File: src/cluster_pkg.sv
// Purpose : Shared constants for the cluster brightness register link
// Assumes : One clock; both ends sit on the same clock
// Notes   : Offsets are 10-bit register addresses, data is 16 bits
package cluster_pkg;

    // ========================================================
    // Register offsets
    localparam logic [9:0] OFS_SOURCE_SELECT = 10'h020; // Source select
    localparam logic [9:0] OFS_GLOBAL_BRT    = 10'h028; // Global level
    localparam logic [9:0] OFS_MAP_A         = 10'h030; // Drivers 0..3
    localparam logic [9:0] OFS_MAP_B         = 10'h032; // Drivers 4..5
    localparam logic [9:0] OFS_STAGED_CTRL   = 10'h178; // Load bit
    localparam logic [9:0] OFS_DRIVER_CFG    = 10'h17a; // Power/short bits
    localparam logic [9:0] OFS_DUTY_DIAG     = 10'h2a8; // Driver 0 duty
    localparam logic [9:0] OFS_CURR_DIAG     = 10'h2aa; // Driver 0 current
    // Group brightness 1..5, entry 0 is group 1
    localparam logic [4:0][9:0] OFS_GROUP_BRT =
        {10'h16c, 10'h160, 10'h154, 10'h148, 10'h13c};
    // Driver current 0..5
    localparam logic [5:0][9:0] OFS_CURRENT =
        {10'h1cc, 10'h1ca, 10'h1c8, 10'h1c6, 10'h1c4, 10'h1c2};
    // Storage-only registers
    localparam int          NUM_PLAIN = 10;
    localparam logic [9:0][9:0] OFS_PLAIN =
        {10'h28a, 10'h288, 10'h0ee, 10'h0ec, 10'h052,
         10'h050, 10'h04e, 10'h042, 10'h040, 10'h054};
    // Read-only, read as zero
    localparam logic [5:0][9:0] OFS_READ_ZERO =
        {10'h2ac, 10'h2a6, 10'h2a4, 10'h0e8, 10'h058, 10'h056};

    // ========================================================
    // Reset values and fields
    localparam logic [15:0] RST_SOURCE_SELECT = 16'h0300; // Source select
    localparam logic [15:0] RST_ZERO          = 16'h0000; // Others
    localparam logic [1:0]  MODE_PWM_PIN      = 2'h0;     // Pin duty
    localparam logic [1:0]  MODE_GLOBAL_REG   = 2'h2;     // Global reg
    localparam logic [1:0]  MODE_RSVD_A       = 2'h1;     // Reserved
    localparam logic [1:0]  MODE_RSVD_B       = 2'h3;     // Reserved
    localparam int          LOAD_BIT          = 0;        // Staged load
    localparam int          POWER_LSB         = 0;        // Outside power
    localparam int          SHORT_LSB         = 8;        // Short detect off
    localparam int          MAP_W             = 4;        // Map field width
    localparam int          CUR_W             = 12;       // Current width
    localparam int          NUM_DRV           = 6;        // Drivers
    localparam int          NUM_GRP           = 5;        // Groups
    localparam logic [3:0]  MAP_BASE          = 4'h0;     // Base source
    localparam logic [3:0]  MAP_LAST_GRP      = 4'h5;     // Last group code

    // ========================================================
    // Link framing
    localparam int          RD_FLAG_BIT       = 7;        // Read in byte 0

    // True for offsets that appear in the register map
    function automatic logic is_mapped(input logic [9:0] a);
        logic hit;
        hit = (a == OFS_SOURCE_SELECT) || (a == OFS_GLOBAL_BRT) ||
              (a == OFS_MAP_A) || (a == OFS_MAP_B) ||
              (a == OFS_STAGED_CTRL) || (a == OFS_DRIVER_CFG) ||
              (a == OFS_DUTY_DIAG) || (a == OFS_CURR_DIAG);
        for (int k = 0; k < NUM_GRP; k++)
            hit = hit || (a == OFS_GROUP_BRT[k]);
        for (int k = 0; k < NUM_DRV; k++)
            hit = hit || (a == OFS_CURRENT[k]) || (a == OFS_READ_ZERO[k]);
        for (int k = 0; k < NUM_PLAIN; k++)
            hit = hit || (a == OFS_PLAIN[k]);
        return hit;
    endfunction

endpackage

File: src/cluster_link_if.sv
// Purpose : Byte link between register host and cluster device
// Assumes : Both ends clocked by the same CLK
// Notes   : sel frames one access, byte_vld marks a host byte
`timescale 1ns/1ps
interface cluster_link_if;
    logic       sel;      // Frame active, host driven
    logic       byte_vld; // Host byte valid, one cycle
    logic [7:0] byte_dat; // Host byte
    logic       resp_vld; // Device byte valid, one cycle
    logic [7:0] resp_dat; // Device byte

    modport dev (input sel, input byte_vld, input byte_dat,
                 output resp_vld, output resp_dat);
    modport hst (output sel, output byte_vld, output byte_dat,
                 input resp_vld, input resp_dat);
endinterface

File: src/cluster_device.sv
// Purpose : Cluster brightness and current register bank
// Assumes : Host frames each access as address then two data bytes
// Notes   : Group brightness and currents are staged until load
//
// Overview of operation
// - Each driver gets own duty and current
// - Boost feedback uses drivers not outside powered
// - Host marks outside-powered strings with one
// - Six outside power bits, one per driver
// - Per-driver map picks base (pin or global) or group brightness
// - Five sixteen-bit group brightness registers
// - Six twelve-bit current scale values
// - Load bit applies staged values together
// - Six bits suppress short detection per driver
// - Host disables short detect for dimmer strings
// - Source field zero pin, two register
// - Host never writes reserved source codes
// - Host leaves unmapped offsets untouched
// - Four-bit map, zero base, one-five groups
// - Access is address then two data bytes
`timescale 1ns/1ps
module cluster_device
(
    input  wire logic        CLK,             // Clock
    input  wire logic        RST,             // Sync reset, high
    cluster_link_if.dev      LINK,            // Host link
    input  wire logic [15:0] PWM_DUTY,        // Measured pin duty
    output logic [95:0]      DRIVER_DUTY,     // Six 16-bit duties
    output logic [71:0]      DRIVER_CURRENT,  // Six 12-bit currents
    output logic [5:0]       BOOST_FEEDBACK,  // Headroom feeds loop
    output logic [5:0]       OUTSIDE_POWER,   // Outside supplied
    output logic [5:0]       SHORT_DETECT_EN  // Short detect armed
);

    // ========================================================
    // Types
    typedef enum logic [2:0]
    {
        ST_CMD = 3'b000, // Wait first byte
        ST_ADR = 3'b001, // Wait address byte
        ST_DHI = 3'b010, // Wait data high
        ST_DLO = 3'b011, // Wait data low
        ST_RHI = 3'b100, // Send read high
        ST_RLO = 3'b101  // Send read low
    } phase_type;

    typedef struct packed
    {
        phase_type          st;        // Link phase
        logic               rd;
        logic [1:0]         page;      // Upper address bits
        logic [9:0]         addr;
        logic [7:0]         hi;        // Held data high byte
        logic               resp_vld;
        logic [7:0]         resp_dat;
        logic [15:0]        src_sel;
        logic [15:0]        glob;
        logic [31:0]        map;       // Map b over map a
        logic [15:0]        drv_cfg;   // Power and short bits
        logic [4:0][15:0]   grp_stg;   // Staged group levels
        logic [4:0][15:0]   grp_act;   // Applied group levels
        logic [5:0][11:0]   cur_stg;   // Staged currents
        logic [5:0][11:0]   cur_act;   // Applied currents
        logic [9:0][15:0]   plain;     // Storage only
        logic [5:0][15:0]   duty;
    } state_type;

    state_type s_r;   // Registered state
    state_type s_nxt; // Next state
    logic [15:0] rdata;   // Read mux
    logic        wr;      // Write strobe
    logic [15:0] wdata;   // Write data
    logic [15:0] base;    // Base brightness
    logic [3:0]  code;    // Map field of one driver

    // ========================================================
    // Read mux, staged values read back before load
    always_comb
    begin
        case (s_r.addr)
            cluster_pkg::OFS_SOURCE_SELECT: rdata = s_r.src_sel;
            cluster_pkg::OFS_GLOBAL_BRT:    rdata = s_r.glob;
            cluster_pkg::OFS_MAP_A:         rdata = s_r.map[15:0];
            cluster_pkg::OFS_MAP_B:         rdata = s_r.map[31:16];
            cluster_pkg::OFS_DRIVER_CFG:    rdata = s_r.drv_cfg;
            cluster_pkg::OFS_DUTY_DIAG:     rdata = s_r.duty[0];
            cluster_pkg::OFS_CURR_DIAG:     rdata = {4'h0, s_r.cur_act[0]};
            default:                        rdata = 16'h0000;
        endcase
        // Group, current and plain slots
        for (int g = 0; g < cluster_pkg::NUM_GRP; g++)
            if (s_r.addr == cluster_pkg::OFS_GROUP_BRT[g])
                rdata = s_r.grp_stg[g];
        for (int d = 0; d < cluster_pkg::NUM_DRV; d++)
            if (s_r.addr == cluster_pkg::OFS_CURRENT[d])
                rdata = {4'h0, s_r.cur_stg[d]};
        for (int p = 0; p < cluster_pkg::NUM_PLAIN; p++)
            if (s_r.addr == cluster_pkg::OFS_PLAIN[p])
                rdata = s_r.plain[p];
    end

    // ========================================================
    // Link, writes and duties
    always_comb
    begin
        s_nxt = s_r;
        s_nxt.resp_vld = 1'b0;
        wr = 1'b0;
        wdata = {s_r.hi, LINK.byte_dat};
        base = 16'h0000;
        code = 4'h0;
        // Dropping the frame abandons any partial access
        if (!LINK.sel)
        begin
            s_nxt.st = ST_CMD;
        end
        else
        begin
            case (s_r.st)
                ST_CMD:
                begin
                    // First byte: read flag and page
                    if (LINK.byte_vld)
                    begin
                        s_nxt.rd = LINK.byte_dat[cluster_pkg::RD_FLAG_BIT];
                        s_nxt.page = LINK.byte_dat[1:0];
                        s_nxt.st = ST_ADR;
                    end
                end
                ST_ADR:
                begin
                    // Address byte, then data or answer
                    if (LINK.byte_vld)
                    begin
                        s_nxt.addr = {s_r.page, LINK.byte_dat};
                        s_nxt.st = s_r.rd ? ST_RHI : ST_DHI;
                    end
                end
                ST_DHI:
                begin
                    // High byte goes first
                    if (LINK.byte_vld)
                    begin
                        s_nxt.hi = LINK.byte_dat;
                        s_nxt.st = ST_DLO;
                    end
                end
                ST_DLO:
                begin
                    // Low byte completes the write
                    if (LINK.byte_vld)
                    begin
                        wr = 1'b1;
                        s_nxt.st = ST_CMD;
                    end
                end
                ST_RHI:
                begin
                    // Answer high byte
                    s_nxt.resp_vld = 1'b1;
                    s_nxt.resp_dat = rdata[15:8];
                    s_nxt.st = ST_RLO;
                end
                ST_RLO:
                begin
                    // Answer low byte
                    s_nxt.resp_vld = 1'b1;
                    s_nxt.resp_dat = rdata[7:0];
                    s_nxt.st = ST_CMD;
                end
                default:
                begin
                    s_nxt.st = ST_CMD;
                end
            endcase
        end
        // Register writes; unmapped offsets are ignored
        if (wr)
        begin
            case (s_r.addr)
                cluster_pkg::OFS_SOURCE_SELECT: s_nxt.src_sel = wdata;
                cluster_pkg::OFS_GLOBAL_BRT:    s_nxt.glob = wdata;
                cluster_pkg::OFS_MAP_A:         s_nxt.map[15:0] = wdata;
                cluster_pkg::OFS_MAP_B:         s_nxt.map[31:16] = wdata;
                cluster_pkg::OFS_DRIVER_CFG:    s_nxt.drv_cfg = wdata;
                default:                        ;
            endcase
            for (int g = 0; g < cluster_pkg::NUM_GRP; g++)
                if (s_r.addr == cluster_pkg::OFS_GROUP_BRT[g])
                    s_nxt.grp_stg[g] = wdata;
            for (int d = 0; d < cluster_pkg::NUM_DRV; d++)
                if (s_r.addr == cluster_pkg::OFS_CURRENT[d])
                    s_nxt.cur_stg[d] = wdata[11:0];
            for (int p = 0; p < cluster_pkg::NUM_PLAIN; p++)
                if (s_r.addr == cluster_pkg::OFS_PLAIN[p])
                    s_nxt.plain[p] = wdata;
            // Load bit is a strobe, nothing is stored
            if (s_r.addr == cluster_pkg::OFS_STAGED_CTRL &&
                wdata[cluster_pkg::LOAD_BIT])
            begin
                s_nxt.grp_act = s_r.grp_stg;
                s_nxt.cur_act = s_r.cur_stg;
            end
        end
        // Base level; reserved codes fall back to the pin
        if (s_r.src_sel[1:0] == cluster_pkg::MODE_GLOBAL_REG)
            base = s_r.glob;
        else
            base = PWM_DUTY;
        // Per-driver source; codes above five use the base level
        for (int d = 0; d < cluster_pkg::NUM_DRV; d++)
        begin
            code = s_r.map[d*cluster_pkg::MAP_W +: cluster_pkg::MAP_W];
            if (code == cluster_pkg::MAP_BASE ||
                code > cluster_pkg::MAP_LAST_GRP)
                s_nxt.duty[d] = base;
            else
                s_nxt.duty[d] = s_r.grp_act[code - 4'h1];
        end
    end

    // ========================================================
    // State register
    always_ff @(posedge CLK)
    begin
        if (RST)
        begin
            s_r <= '0;
            s_r.st <= ST_CMD;
            s_r.src_sel <= cluster_pkg::RST_SOURCE_SELECT;
        end
        else
        begin
            s_r <= s_nxt;
        end
    end

    // ========================================================
    // Outputs from flip-flops; boost feedback and short enables go through inverters
    assign LINK.resp_vld = s_r.resp_vld;
    assign LINK.resp_dat = s_r.resp_dat;
    assign DRIVER_DUTY = s_r.duty;
    assign DRIVER_CURRENT = s_r.cur_act;
    // Outside powered strings have no say in the boost voltage
    assign OUTSIDE_POWER = s_r.drv_cfg[cluster_pkg::POWER_LSB +: 6];
    assign BOOST_FEEDBACK = ~s_r.drv_cfg[cluster_pkg::POWER_LSB +: 6];
    assign SHORT_DETECT_EN = ~s_r.drv_cfg[cluster_pkg::SHORT_LSB +: 6];

endmodule // cluster_device

File: src/flat_wrapper.sv
// flat-port wrapper written by rule: the top's interface ports become plain ports
module cluster_device_flat 
  (CLK, RST, PWM_DUTY, DRIVER_DUTY, DRIVER_CURRENT, BOOST_FEEDBACK, OUTSIDE_POWER, SHORT_DETECT_EN, LINK_sel, LINK_byte_vld, LINK_byte_dat, LINK_resp_vld, LINK_resp_dat);
  cluster_link_if LINK_i ();
  input  wire logic CLK;
  input  wire logic RST;
  input  wire logic [15:0] PWM_DUTY;
  output logic [95:0] DRIVER_DUTY;
  output logic [71:0] DRIVER_CURRENT;
  output logic [5:0] BOOST_FEEDBACK;
  output logic [5:0] OUTSIDE_POWER;
  output logic [5:0] SHORT_DETECT_EN;
  input wire logic [$bits(LINK_i.sel)-1:0] LINK_sel;
  input wire logic [$bits(LINK_i.byte_vld)-1:0] LINK_byte_vld;
  input wire logic [$bits(LINK_i.byte_dat)-1:0] LINK_byte_dat;
  output wire logic [$bits(LINK_i.resp_vld)-1:0] LINK_resp_vld;
  output wire logic [$bits(LINK_i.resp_dat)-1:0] LINK_resp_dat;
  assign LINK_i.sel = LINK_sel;
  assign LINK_i.byte_vld = LINK_byte_vld;
  assign LINK_i.byte_dat = LINK_byte_dat;
  assign LINK_resp_vld = LINK_i.resp_vld;
  assign LINK_resp_dat = LINK_i.resp_dat;
  cluster_device u_core (.CLK(CLK), .RST(RST), .LINK(LINK_i), .PWM_DUTY(PWM_DUTY), .DRIVER_DUTY(DRIVER_DUTY), .DRIVER_CURRENT(DRIVER_CURRENT), .BOOST_FEEDBACK(BOOST_FEEDBACK), .OUTSIDE_POWER(OUTSIDE_POWER), .SHORT_DETECT_EN(SHORT_DETECT_EN));
endmodule
File: config.mk
export PLATFORM = sky130hd
export DESIGN_NAME = cluster_device_flat
export DESIGN_NICKNAME = d
export VERILOG_FILES = /design/src/cluster_pkg.sv /design/src/cluster_link_if.sv /design/src/cluster_device.sv /design/src/flat_wrapper.sv
export SDC_FILE = /design/constraint.sdc
export NUM_CORES = 2
export LEC_CHECK = 0
export ABC_AREA = 1
export BUFFER_PORTS_ARGS = -buffer_cell sky130_fd_sc_hd__buf_2
export CORE_MARGIN = 2
export CORE_UTILIZATION = 66
export DETAILED_ROUTE_END_ITERATION = 16
export HOLD_SLACK_MARGIN = 0.15
export PLACE_DENSITY = 0.92
export RECOVER_POWER = 50
export SYNTH_ARGS = -nofsm -noshare
export SYNTH_HDL_FRONTEND = slang
export SYNTH_SLANG_ARGS = --single-unit
File: constraint.sdc
create_clock -name CLK -period 5.3 [get_ports CLK]
set_input_delay 0.265 -clock CLK [delete_from_list [all_inputs] [get_ports CLK]]
set_output_delay 0.265 -clock CLK [all_outputs]
set_load 0.01 [all_outputs]
**Word-level counts from Yosys, hierarchy flattened**

Cells that the tools add are included.
W data, S select, Z words.

- Register bits: 673
- Input bits: 28

- Add/subtract/negate cells: 6
- Magnitude comparators: 12
- Eq/ne operators: 39
- Multiplexer cells: 51
- Bitwise logic cells: 3
- Reduce and logical (&&, ||, !) cells: 48

Operator list:

| operator | number |
|---|---|
| $mux W16 | 34 |
| $bmux W16 S3 | 6 |
| $eq A10 B9 Y1 const B | 13 |
| $pmux W16 S7 | 1 |
| $eq A10 B7 Y1 const B | 6 |
| $reduce_and A2 Y1 | 28 |
| $eq A10 B10 Y1 const B | 4 |
| $eq A10 B6 Y1 const B | 4 |
| $gt A4 B3 Y1 const B | 6 |
| $logic_not A4 Y1 | 6 |
| $lt A4 B4 Y1 const B | 6 |
| $sub A4 B1 Y4 const B | 6 |
| $eq A10 B8 Y1 const B | 2 |
| $pmux W9 S2 | 1 |
| $pmux W3 S5 | 1 |
| $mux W3 | 4 |
| $not A6 Y6 | 2 |
| $reduce_and A3 Y1 | 3 |
| $ne A2 B2 Y1 const B | 4 |
| $eq A3 B2 Y1 const B | 2 |
| $eq A3 B3 Y1 const B | 2 |
| $logic_or A1 B1 Y1 | 6 |
| $mux W6 | 1 |
| $reduce_and A4 Y1 | 1 |
| 8 further kinds | 10 |

**Depth between registers and ports, before layout**

- Depth after elaboration: 24
- Gate-level depth with buffers: 27

**Worst setup path after synthesis**

OpenSTA, ideal clock, no wires.

- Path type: reg2reg
- From: register u_core.s_r[588] in the netlist's numbering
- To: register u_core.s_r, in the netlist u_core.DRIVER_DUTY[59]
- Data arrival time: 2.502 ns
- Required time: 5.226 ns
- Slack: 2.724 ns
- Cell stages (with the launch flop): 13
- Buffers on the path: 3
- Clock period less this slack: 2.576 ns
- Cells stage by stage: dfxtp_1 -> clkbuf_1 -> inv_1 -> buf_1 -> ha_1 -> inv_1 -> nor2_1 -> nor2_1 -> clkinv_1 -> a21oi_1 -> clkbuf_1 -> o21ai_0 -> a31oi_1

- Cells in the longest elaborated chain, start to end: 4
- Elaborated cells between the ends (all ways): 7

RTL lines:

| what | line | text |
|---|---|---|
| start: declaration | cluster_device.sv:68 | `state_type s_r;` |
| start signal: assignment | cluster_device.sv:234 | `s_r <= s_nxt;` |
| $sub A4 B1 Y4 | cluster_device.sv:218 | `s_nxt.duty[d] = s_r.grp_act[code - 4'h1];` |
| $bmux W16 S3 | cluster_device.sv:218 |  |
| $mux W16 (not written as such) | cluster_device.sv:218 |  |
| $mux W16 (*) | cluster_device.sv:214 | `if (code == cluster_pkg::MAP_BASE \|\|` |

Every way passes the cells marked *; elsewhere a longest branch is shown, timed or not. The select of a mux whose other input is x is not followed.
A chain may end at the register's enable or synchronous reset.

**Worst setup path after layout**

- From: register u_core.s_r[666] in the netlist's numbering
- To: register u_core.s_r[201] in the netlist's numbering

- Cells in the longest elaborated chain, start to end: 2

RTL lines:

| what | line | text |
|---|---|---|
| $eq A10 B8 Y1 | cluster_device.sv:195 | `if (s_r.addr == cluster_pkg::OFS_PLAIN[p])` |
| $reduce_and A2 Y1 (no line) | n/a |  |

Every way passes these cells.

==> impl_metrics.json <==
{
  "run_status": "complete, but fails checks",
  "violations": "capacitance limit, slew limit",
  "ant_nets": 0,
  "core_um2": 47700,
  "grt_remaining_overflow": 0,
  "clock_path_buffers": 3,
  "dp_hpwl_mm": 80.0,
  "p_leak_nw": 12.3,
  "final_common_cell": "o21ai_0",
  "dieHeight_um": 224,
  "nets": 4410,
  "grt_max_degree": 181,
  "hold_path.class": "input pin to register",
  "io_buffers": 222,
  "syn-instance-count": 4529,
  "cts.repair.resized": 0,
  "synth.area.top_cells": "dfxtp_1 42%, o21ai_0 14%, a21oi_1 8.7%, nor2_1 5.3%, nand2_1 5.2%",
  "tightest_slew_ns": 2.66,
  "syn_avg_cell_area_um2": 7.06,
  "layout_min_cycle_time_ns": 4.14,
  "final_cell_mix": "884 x o21ai_0, 673 x dfxtp_1, 549 x a21oi_1",
  "worstSetupPathType": "register to register",
  "setup-violations-final": 0,
  "final_max_slew_viol_count": 366,
  "synth_area_um2": 32000,
  "areaGrowthSynthToFinish_pct": 6.19,
  "cts_tree": "done",
  "htree_num_levels": 3,
  "grt_use_total_pct": 47.0,
  "wirelength_mm": 121,
  "ys_ff_latch": 673,
  "crit_path_start": "u_core.s_r[666]",
  "syn_nets": 4570,
  "die_width_um": 224,
  "yosysTopAreaCell": "dfxtp_1",
  "avgViaCountPerCell": 6.58,
  "ys_warn_count": 0,
  "grt_antenna_before_repair": 3,
  "crit_required_ns": 5.82,
  "grt_pass1_wl_mm": 180,
  "clock.fmax_ghz": 0.242,
  "path_clk_slew_ns": 0.06,
  "max-cap-violations": 5,
  "rsz0062_at_grt": "false",
  "power.density_nw_per_um2": 316,
  "fin_crit_sh_pct": 78.1,
  "maxSlewHeadroom_pct": -77.2,
  "rr_startpoint": "u_core.s_r[666]",
  "cp-end-kind": "register",
  "io_pins": 223,
  "fin_skew_ns": 0.0192,
  "timing.final.hold_violations": 0,
  "ys_types": 37,
  "hp-start": "LINK_byte_dat[5]",
  "grt_pass1_vias": 30200,
  "row_count": 80,
  "ir_drop_v": 0.000414,
  "post-route-drc-count": 0,
  "stdcell_count": 5039,
  "cts-root-buf": "clkbuf_16",
  "route.vias.total": 33100,
  "dr.pass1.iters": 12,
  "reg2reg_depth": 10,
  "dp_cells": 4910,
  "worstSkewPairLatency_ns": 0.64,
  "numCtsBuffers": 68,
  "wl_per_cell_um": 24.1,
  "cp.arrival_ns": 4.66,
  "die_area_um2": 50200,
  "synth-seq-area-share_pct": 42.1,
  "drt_iter0_markers": 5592,
  "drive_above_1_share_pct": 5.86,
  "cts_sinks": 673,
  "path_max_fanout": 32,
  "setup_tns_ns": 0,
  "min_path_cells": 4,
  "setup.worst_path.start_class": "register",
  "gp_congestion": 1.07,
  "start_util_pct": 67.0,
  "yosys.area.top_type_share_pct": 42.1
}
## cells in the mapped netlist
library cell  instances
a211oi_1             30
a21oi_1             553
a221oi_1             11
a31oi_1              97
and2_1                1
buf_1                 9
buf_2                24
buf_4               184
clkbuf_1            304
clkinv_1              7
dfxtp_1             673
ha_1                 13
inv_1               396
inv_2                13
mux2_2               16
nand2_1             447
nand2_2               4
nand3_1             187
nand3_2               2
nand3b_1              2
nand4_1              62
nor2_1              448
nor2_2                9
nor2_4                7
nor3_1               23
nor3_2                2
nor3_4                1
nor4_1                4
o2111ai_1             2
o211a_1               1
o211ai_1              4
o21a_1                3
o21ai_0             884
o21ai_1               5
o22ai_1              96
or2_2                 4
xnor2_1               1
## cells by family after synthesis
logic type                 share of synthesized area (%)
xor gates and xnor gates                          0.0274
buffers and inverters                               13.3
AOI/OAI and AO/OA                                   27.6
and+or+nand+nor                                     15.9
DFF                                                 42.1
muxes                                              0.563
adders and majority gates                          0.509
## registers in the layout (all words and copies together) (netlist names)
register,cells
u_core.OUTSIDE_POWER,6
u_core.LINK.resp_vld,1
u_core.DRIVER_CURRENT,72
u_core.code,4
u_core.LINK.resp_dat,8
u_core.s_r,486
u_core.DRIVER_DUTY,96
## final timing paths
path         slack, ns               to
min               0.19  u_core.s_r[213]
max               1.16  u_core.s_r[201]
max reg2reg       1.16  u_core.s_r[201]
min reg2reg       0.44  u_core.s_r[245]
## worst max-delay path, stage by stage (launching register included)
cell,delay [ns]
dfxtp_1,0.34
nor2_1,0.15
clkbuf_1,0.94
inv_2,0.29
nor3_1,0.28
buf_4,0.28
inv_1,0.15
nor2_2,0.11
clkbuf_1,1.11
nor2_1,0.09
a211oi_1,0.24
## cell type report
type | count | area [um^2]
well taps | 615 | 769
repair buffers | 291 | 1400
fillers | 3852 | 13800
multi-input cells | 2919 | 14300
inverters | 416 | 1570
clock inverters | 22 | 380
diodes | 4 | 10.0
clock buffers | 99 | 2030
flip-flops and latches | 673 | 13500
## per-stage QoR
stage	hold slack [ns]	util [%]	area [um^2]	worst slack, ns	total power [mW]
detailed placement	0.434	66.5	31800	2.05	5.58
floorplan	0.420	-	32000	2.72	5.48
global placement	0.429	66.5	31800	2.12	5.58
CTS	0.150	71.7	34200	2.03	10.7
finish	0.187	71.1	34000	1.16	10.7
global route	0.170	71.1	33900	0.838	10.9
## repair_timing
action                                 in CTS  in global routing
endpoints found under the hold margin       6                  0
hold buffers                                4                  0
setup buffers                               0                  0
## report_power, final
group / internal [mW] / total, mW / switching, mW
Clock: 3.12 / 5.23 / 2.11
Sequential: 5.10 / 5.13 / 0.0300
Combinational: 0.0841 / 0.354 / 0.270
Total: 8.31 / 10.7 / 2.41
## layer usage
layer | vias up | global-route usage, % | routed length, um | share of wire, %
li1 | 14800 | - | - | -
met1 | 14800 | 55.8 | 41500 | 34
met2 | 2733 | 69.6 | 50400 | 42
met3 | 824 | 13.8 | 16200 | 13
met4 | 2 | 41.1 | 13200 | 11
met5 | - | 0 | 12 | 0.0099
(Power assumes the default switching activity.)
